File: src/rtl/bsc_pkg.sv
// Purpose: Shared constants and types of the burst SRAM cycle decoder.
// Assumes: One rising-edge clock, synchronous active-high reset.
// Notes: Burst counter covers the two low address bits.
package bsc_pkg;
   localparam int BURST_W = 2;
   localparam logic [1:0] STEP_RST = 2'h0;
   localparam logic [1:0] STEP_ONE = 2'h1;
   localparam logic DRIVE_RST = 1'h0;
   localparam logic ACTIVE_RST = 1'h0;

   typedef enum logic [2:0] {
      OP_DESELECT,
      OP_SLEEP,
      OP_READ_EXT,
      OP_WRITE_EXT,
      OP_READ_NEXT,
      OP_WRITE_NEXT,
      OP_READ_CUR,
      OP_WRITE_CUR
   } bsc_op_t;
endpackage

File: src/rtl/bsc_burst_if.sv
// Purpose: Carries burst counter control and results between decoder and counter.
// Assumes: Counter and decoder share one clock.
// Notes: next_low is the address after one advance step.
`timescale 1ns/100ps
interface bsc_burst_if;
   logic load;
   logic [1:0] load_low;
   logic advance;
   logic interleave;
   logic [1:0] cur_low;
   logic [1:0] next_low;

   modport ctrl (
      output load,
      output load_low,
      output advance,
      output interleave,
      input cur_low,
      input next_low
   );
   modport cnt (
      input load,
      input load_low,
      input advance,
      input interleave,
      output cur_low,
      output next_low
   );
endinterface

File: src/rtl/bsc_burst_counter.sv
// Purpose: Two-bit wrapping burst counter, interleaved or linear order.
// Assumes: Load and advance are never set in the same cycle.
// Notes: Start address and step are held apart so both orders derive from them.
`timescale 1ns/100ps
module bsc_burst_counter (
   // Clock and reset.
   input wire logic clk_i,
   input wire logic rst_i,
   // Counter port.
   bsc_burst_if.cnt bus
);
   logic [1:0] base_ff;
   logic [1:0] step_ff;
   logic [1:0] nxt_step;

   function automatic logic [1:0] burst_addr(input logic [1:0] base, input logic [1:0] step,
                                             input logic ilv);
      burst_addr = ilv ? (base ^ step) : 2'(base + step);
   endfunction

   assign nxt_step = 2'(step_ff + bsc_pkg::STEP_ONE);
   assign bus.cur_low = burst_addr(base_ff, step_ff, bus.interleave);
   assign bus.next_low = burst_addr(base_ff, nxt_step, bus.interleave);

   always_ff @(posedge clk_i) begin
      if (rst_i) begin
         base_ff <= bsc_pkg::STEP_RST;
         step_ff <= bsc_pkg::STEP_RST;
      end else if (bus.load) begin
         base_ff <= bus.load_low;
         step_ff <= bsc_pkg::STEP_RST;
      end else if (bus.advance) begin
         step_ff <= nxt_step;
      end
   end
endmodule

File: src/rtl/bsc_cycle_decode.sv
// Purpose: Cycle decoder of a pipelined burst SRAM, facing the memory array.
// Assumes: Array read data is valid in the same cycle in which array_rd_o is high.
// Notes: Output enable and sleep act asynchronously on the data drivers.
// Functional notes
// - Processor strobe low with all enables active starts a read, ignoring writes.
// - Controller strobe start with processor strobe high: write if write term low.
// - Controller strobe, or processor strobe with pipelined select low, with any enable inactive gives a deselect with tristated data.
// - Controller strobe high, advance low, no write: read next burst address.
// - Controller strobe high, advance low, write term low: write next address.
// - Controller strobe high, advance high, no write: read current address again.
// - Controller strobe high, advance high, write term low: write current address.
// - Write term active on global write, or gate plus any lane enable.
// - Read when global write high and gate high or all lanes high.
// - Each lane writes its byte and parity; global write writes all lanes.
// - Writes only after a processor strobe start or in a controller start.
// - Output enable is asynchronous; it gates drivers during selected reads.
// - Write cycles mask output enable so data drivers stay off.
// - Sleep input forces power-down and tristate regardless of clock.
// - Next address from two-bit wrap counter, interleaved or linear order.
// - Processor strobe write takes two clocks; data on the second edge.
// - After deselect, outputs stay tristated during the first access cycle.
`timescale 1ns/100ps
module bsc_cycle_decode #(
   parameter int ADDR_W = 18,
   parameter int LANES = 4
) (
   // Clock and reset.
   input wire logic clk_i,
   input wire logic rst_i,
   // Enables and strobes.
   input wire logic pipelined_select_n_i,
   input wire logic depth_select_high_i,
   input wire logic depth_select_low_n_i,
   input wire logic processor_addr_strobe_n_i,
   input wire logic controller_addr_strobe_n_i,
   input wire logic burst_advance_n_i,
   // Write controls.
   input wire logic global_write_n_i,
   input wire logic byte_write_gate_n_i,
   input wire logic [LANES-1:0] byte_lane_write_n_i,
   // Asynchronous controls and burst order.
   input wire logic output_enable_n_i,
   input wire logic sleep_request_i,
   input wire logic mode_interleave_i,
   // Address.
   input wire logic [ADDR_W-1:0] addr_i,
   // Common data bus and parity lines.
   input wire logic [LANES*8-1:0] data_in_i,
   output logic [LANES*8-1:0] data_out_o,
   output logic data_oe_o,
   input wire logic [LANES-1:0] parity_lines_in_i,
   output logic [LANES-1:0] parity_lines_out_o,
   output logic parity_lines_oe_o,
   // Memory array side.
   output logic [ADDR_W-1:0] array_addr_o,
   output logic array_rd_o,
   output logic [LANES-1:0] array_wr_lanes_o,
   output logic [LANES*8-1:0] array_wdata_o,
   output logic [LANES-1:0] array_wparity_o,
   input wire logic [LANES*8-1:0] array_rdata_i,
   input wire logic [LANES-1:0] array_rparity_i,
   // Decoded operation of the last edge.
   output bsc_pkg::bsc_op_t op_o
);
   bsc_burst_if burst ();

   bsc_pkg::bsc_op_t op;
   bsc_pkg::bsc_op_t op_ff;
   logic [LANES-1:0] lanes;
   logic write_n;
   logic sel_ok;
   logic active_ff;
   logic drive_ff;
   logic [ADDR_W-1:0] addr_ff;
   logic [ADDR_W-1:0] nxt_addr;
   logic [ADDR_W-1:0] upper_ff;
   logic rd_ff;
   logic [LANES-1:0] wr_ff;
   logic [LANES*8-1:0] wdata_ff;
   logic [LANES-1:0] wparity_ff;
   logic [LANES*8-1:0] rdata_ff;
   logic [LANES-1:0] rparity_ff;
   logic is_write;
   logic is_read;

   // Decodes the lanes written by the sampled write controls.
   function automatic logic [LANES-1:0] lane_decode(input logic gw_n, input logic gate_n,
                                                    input logic [LANES-1:0] bw_n);
      if (!gw_n) begin
         lane_decode = '1;
      end else if (!gate_n) begin
         lane_decode = ~bw_n;
      end else begin
         lane_decode = '0;
      end
   endfunction

   assign lanes = lane_decode(global_write_n_i, byte_write_gate_n_i, byte_lane_write_n_i);
   assign write_n = ~(|lanes);
   assign sel_ok = ~pipelined_select_n_i & depth_select_high_i & ~depth_select_low_n_i;

   // Cycle decode from the truth table, sleep first.
   always_comb begin
      op = bsc_pkg::OP_DESELECT;
      if (sleep_request_i) begin
         op = bsc_pkg::OP_SLEEP;
      end else if (!processor_addr_strobe_n_i && !pipelined_select_n_i) begin
         if (sel_ok) begin
            op = bsc_pkg::OP_READ_EXT;
         end else begin
            op = bsc_pkg::OP_DESELECT;
         end
      end else if (!controller_addr_strobe_n_i) begin
         if (!sel_ok) begin
            op = bsc_pkg::OP_DESELECT;
         end else if (!write_n) begin
            op = bsc_pkg::OP_WRITE_EXT;
         end else begin
            op = bsc_pkg::OP_READ_EXT;
         end
      end else if (active_ff) begin
         if (!burst_advance_n_i) begin
            op = write_n ? bsc_pkg::OP_READ_NEXT : bsc_pkg::OP_WRITE_NEXT;
         end else begin
            op = write_n ? bsc_pkg::OP_READ_CUR : bsc_pkg::OP_WRITE_CUR;
         end
      end
   end

   assign is_write = (op == bsc_pkg::OP_WRITE_EXT) || (op == bsc_pkg::OP_WRITE_NEXT) ||
                     (op == bsc_pkg::OP_WRITE_CUR);
   assign is_read = (op == bsc_pkg::OP_READ_EXT) || (op == bsc_pkg::OP_READ_NEXT) ||
                    (op == bsc_pkg::OP_READ_CUR);

   // Burst counter control.
   assign burst.load = (op == bsc_pkg::OP_READ_EXT) || (op == bsc_pkg::OP_WRITE_EXT);
   assign burst.load_low = addr_i[1:0];
   assign burst.advance = (op == bsc_pkg::OP_READ_NEXT) || (op == bsc_pkg::OP_WRITE_NEXT);
   assign burst.interleave = mode_interleave_i;

   bsc_burst_counter u_counter (
      .clk_i(clk_i),
      .rst_i(rst_i),
      .bus(burst)
   );

   // Address used by this cycle: external, next or current.
   always_comb begin
      nxt_addr = addr_ff;
      unique case (op)
         bsc_pkg::OP_READ_EXT, bsc_pkg::OP_WRITE_EXT: nxt_addr = addr_i;
         bsc_pkg::OP_READ_NEXT, bsc_pkg::OP_WRITE_NEXT: begin
            nxt_addr = {upper_ff[ADDR_W-1:2], burst.next_low};
         end
         bsc_pkg::OP_READ_CUR, bsc_pkg::OP_WRITE_CUR: begin
            nxt_addr = {upper_ff[ADDR_W-1:2], burst.cur_low};
         end
         bsc_pkg::OP_DESELECT, bsc_pkg::OP_SLEEP: nxt_addr = addr_ff;
      endcase
   end

   // Burst activity: opened by a start, closed by deselect or sleep.
   always_ff @(posedge clk_i) begin
      if (rst_i) begin
         active_ff <= bsc_pkg::ACTIVE_RST;
      end else if (burst.load) begin
         active_ff <= 1'b1;
      end else if (op == bsc_pkg::OP_DESELECT || op == bsc_pkg::OP_SLEEP) begin
         active_ff <= 1'b0;
      end
   end

   // Address registers, sampled on the rising edge only.
   always_ff @(posedge clk_i) begin
      if (rst_i) begin
         addr_ff <= '0;
         upper_ff <= '0;
      end else begin
         addr_ff <= nxt_addr;
         if (burst.load) begin
            upper_ff <= addr_i;
         end
      end
   end

   // Array strobes and write data.
   always_ff @(posedge clk_i) begin
      if (rst_i) begin
         rd_ff <= 1'b0;
         wr_ff <= '0;
         wdata_ff <= '0;
         wparity_ff <= '0;
      end else begin
         rd_ff <= is_read;
         wr_ff <= is_write ? lanes : '0;
         if (is_write) begin
            wdata_ff <= data_in_i;
            wparity_ff <= parity_lines_in_i;
         end
      end
   end

   // Read data pipeline register.
   always_ff @(posedge clk_i) begin
      if (rst_i) begin
         rdata_ff <= '0;
         rparity_ff <= '0;
      end else if (rd_ff) begin
         rdata_ff <= array_rdata_i;
         rparity_ff <= array_rparity_i;
      end
   end

   // Driver permission: only once read data has reached the output register.
   always_ff @(posedge clk_i) begin
      if (rst_i) begin
         drive_ff <= bsc_pkg::DRIVE_RST;
      end else if (is_write) begin
         drive_ff <= 1'b0;
      end else if (op == bsc_pkg::OP_DESELECT || op == bsc_pkg::OP_SLEEP) begin
         drive_ff <= 1'b0;
      end else begin
         drive_ff <= rd_ff;
      end
   end

   always_ff @(posedge clk_i) begin
      if (rst_i) begin
         op_ff <= bsc_pkg::OP_DESELECT;
      end else begin
         op_ff <= op;
      end
   end

   assign op_o = op_ff;
   assign array_addr_o = addr_ff;
   assign array_rd_o = rd_ff;
   assign array_wr_lanes_o = wr_ff;
   assign array_wdata_o = wdata_ff;
   assign array_wparity_o = wparity_ff;
   assign data_out_o = rdata_ff;
   assign parity_lines_out_o = rparity_ff;
   // Output enable and sleep gate the drivers without the clock.
   assign data_oe_o = drive_ff & ~output_enable_n_i & ~sleep_request_i;
   assign parity_lines_oe_o = drive_ff & ~output_enable_n_i & ~sleep_request_i;
endmodule

File: config.mk
export PLATFORM = sky130hd
export DESIGN_NAME = bsc_cycle_decode
export DESIGN_NICKNAME = d
export VERILOG_FILES = /design/src/rtl/bsc_pkg.sv /design/src/rtl/bsc_burst_if.sv /design/src/rtl/bsc_burst_counter.sv /design/src/rtl/bsc_cycle_decode.sv
export SDC_FILE = /design/constraint.sdc
export NUM_CORES = 1
export LEC_CHECK = 0
export BUFFER_PORTS_ARGS = -buffer_cell sky130_fd_sc_hd__buf_2
export CAP_MARGIN = 30
export CELL_PAD_IN_SITES_DETAIL_PLACEMENT = 0
export CELL_PAD_IN_SITES_GLOBAL_PLACEMENT = 1
export CORE_UTILIZATION = 30
export CTS_BUF_LIST = sky130_fd_sc_hd__clkbuf_4
export CTS_CLUSTER_DIAMETER = 120
export DETAILED_ROUTE_END_ITERATION = 12
export PLACE_DENSITY_LB_ADDON = 0.1
export SLEW_MARGIN = 25
export SYNTH_ARGS = -nofsm -noshare
export SYNTH_HDL_FRONTEND = slang
export SYNTH_SLANG_ARGS = --single-unit
File: constraint.sdc
create_clock -name clk_i -period 1.9 [get_ports clk_i]
set_input_delay 0.19 -clock clk_i [delete_from_list [all_inputs] [get_ports clk_i]]
set_output_delay 0.19 -clock clk_i [all_outputs]
set_load 0.02 [all_outputs]
==> metrics <==
chip width 124 um; EDFF count, synth 0; Area Growth Syn to Fin 58.1%; total power 5.26 mW; CP Capture Type output pin; Tightest Pin Transition 470 ps; Reg2Reg Setup Slack 490 ps; I/O pin total 207; Final HPWL DP 8190 um; clk slew on worst S/H paths 110 ps; FF-to-FF Start active_ff; largest net degree at the start of global routing 71; area share of the largest cell type after synthesis 0.541; Cell Rows 44; most common cell after layout, fill and taps aside buf_2; post-route ant nets 0; Hold Path Origin depth_select_low_n_i; crit path launch type flip-flop; Die ar. 0.0153 sq mm; Final #Nets 833; Min Clock Period, post-route 1560 ps; synthesized area 0.00444 sq mm; share of layout cells above drive strength 1 0.406; status finished clean; WP data arrival 1370 ps; Post-Synthesis Cells 414; Rel. slew slack 0.686; GPL Wtd Cong 0.765; Via density 4.54; Peak Freq 641 MHz; flops & latches, synth 120; GRT Residual Overflow 0; Post-CTS Setup Bufs 0; Initial Utilization 0.307; Hold EP op_o[1]; overall die height 124 um; Synth area leaders dfxtp_1, mux2i_1, a22o_2; final hold vios 0; TritonCTS Sinks 120; Clock Tree Root clkbuf_4; VDD IR-drop max 0.398 mV; cells on worst reg2reg path 5; port bufs 206; total iterations of the first detailed-routing run 6; Syn. warnings 0; ANT cells 0; Yosys top cell by area dfxtp_1; global-route wire length before repair 19300 um; skew final 15.0 ps; final period utilization 0.821; core area 0.0145 sq mm; Final setup violation count 0; initial antenna violation count 0; Async SR Flop Fraction 0; syn nets 523; Hold Path Stages 4; Cell Count, Final, Fillers Out 921; leakage 3.23 nW; Synth cell types 50; maxcap violations 0; DP Worst Slack 175 ps; commonest register cell after synthesis dfxtp_1; violation count after the first detailed-route iteration 160; routed vias 4178; R2R Path End u_counter.step_ff[1]; Crit. Startpoint array_rd_o; # H-tree levels 4; commonest non-fill, non-tap cells in the layout buf_2, dfxtp_1, dlygate4sd3_1; worst skew pair latency 530 ps; Setup TNS 0 ps; Max Root-Sink Buffers 2; vias in the first global route 4138; worst-path maximum fanout 38; worst setup margin 340 ps; Slew Limit Fails 0; Avg WL per Cell 14.1 um; CTS resizes 0; Total GRT Usage 0.167; TritonCTS clock tree yes; CP Data Required Time 1710 ps; DRC viols 0; worst hold path class in2reg; Post-Route WL 13000 um; average size of a mapped cell 10.7 sq um; Seq/Total Area, Yosys 0.541; total CTS buffers 17; Hold Buf Count CTS 99; Cells after DPL 790; type of the worst setup path reg2out; RSZ-0062 raised after global routing false; PwrDens 749 mW/mm^2; final core occ 0.485
==> critical path, stage by stage (launching register included) <==
cell and delay (ps):
dfxtp_2 360, buf_12 250, buf_2 220
==> routing by layer <==
layer,part of all wire,up-vias,track usage
met4,0.015,0,0.0745
met2,0.48,148,0.282
li1,-,2107,-
met1,0.43,1906,0.190
met5,0,-,0
met3,0.072,17,0.0563
==> flip-flops by register name, summed over array words and instances, names as in the netlist <==
register and count:
u_counter.step_ff 2, array_addr_o 18, op_o 3, drive_ff 1, u_counter.base_ff 1, array_rd_o 1
active_ff 1, array_wr_lanes_o 4, array_wdata_o 32, parity_lines_out_o 4, array_wparity_o 4, data_out_o 32
upper_ff 17
==> cell usage after synthesis, types with 2 or more instances <==
cell type	count
dfxtp_1	120
nand2_1	42
nor2_1	40
mux2i_1	37
a22o_2	35
a21oi_1	30
clkbuf_1	13
and3_1	10
a221o_1	9
buf_6	7
o21bai_1	6
o22ai_1	6
and2_1	5
buf_2	4
o21ai_0	4
xnor2_1	4
nand3_1	3
a21boi_0	2
a22oi_1	2
ha_1	2
inv_1	2
nor2b_1	2
nor3_1	2
==> per-stage QoR <==
step	hold WS (ps)	instance area, sq um
after global routing	70.9	7020
after floorplan	323	4440
after CTS	53.1	7020
after global placement	411	5680
final	115	7020
after detailed placement	413	5680
==> cell families after synthesis <==
logic type                 synth area share
AOI/OAI and AO/OA                     0.199
xor gates and xnor gates             0.0130
adders and majority gates           0.00563
buffers and inverters                0.0406
DFF                                   0.541
muxes                                0.0834
and+or+nand+nor                       0.118
==> area by class of cell <==
cell class,instances,area (sq um)
multi-input combinational,265,1860
timing repair buffer,318,2170
sequential,120,2400
inverter,2,7.51
fill,1374,7460
tap,184,230
clock buffer,17,128
clock inverter,15,224
==> power breakdown <==
part           total, mW  leakage (nW)  switching [mW]  internal, mW
clock               2.22         0.186            1.03          1.18
combinational      0.492          2.08           0.211         0.281
sequential          2.55         0.969          0.0120          2.54
==> worst max path at each step <==
stage	end	slack, ps	cells past startpoint
2_1_floorplan	data_out_o[22]	370	4
3_3_place_gp	array_wdata_o[16]	230	6
3_5_place_dp	array_wdata_o[16]	170	6
4_1_cts	array_rd_o	250	2
5_1_grt	data_oe_o	220	2
6_report	array_rd_o	340	2
No activity file was read; power rests on OpenSTA's default activity.
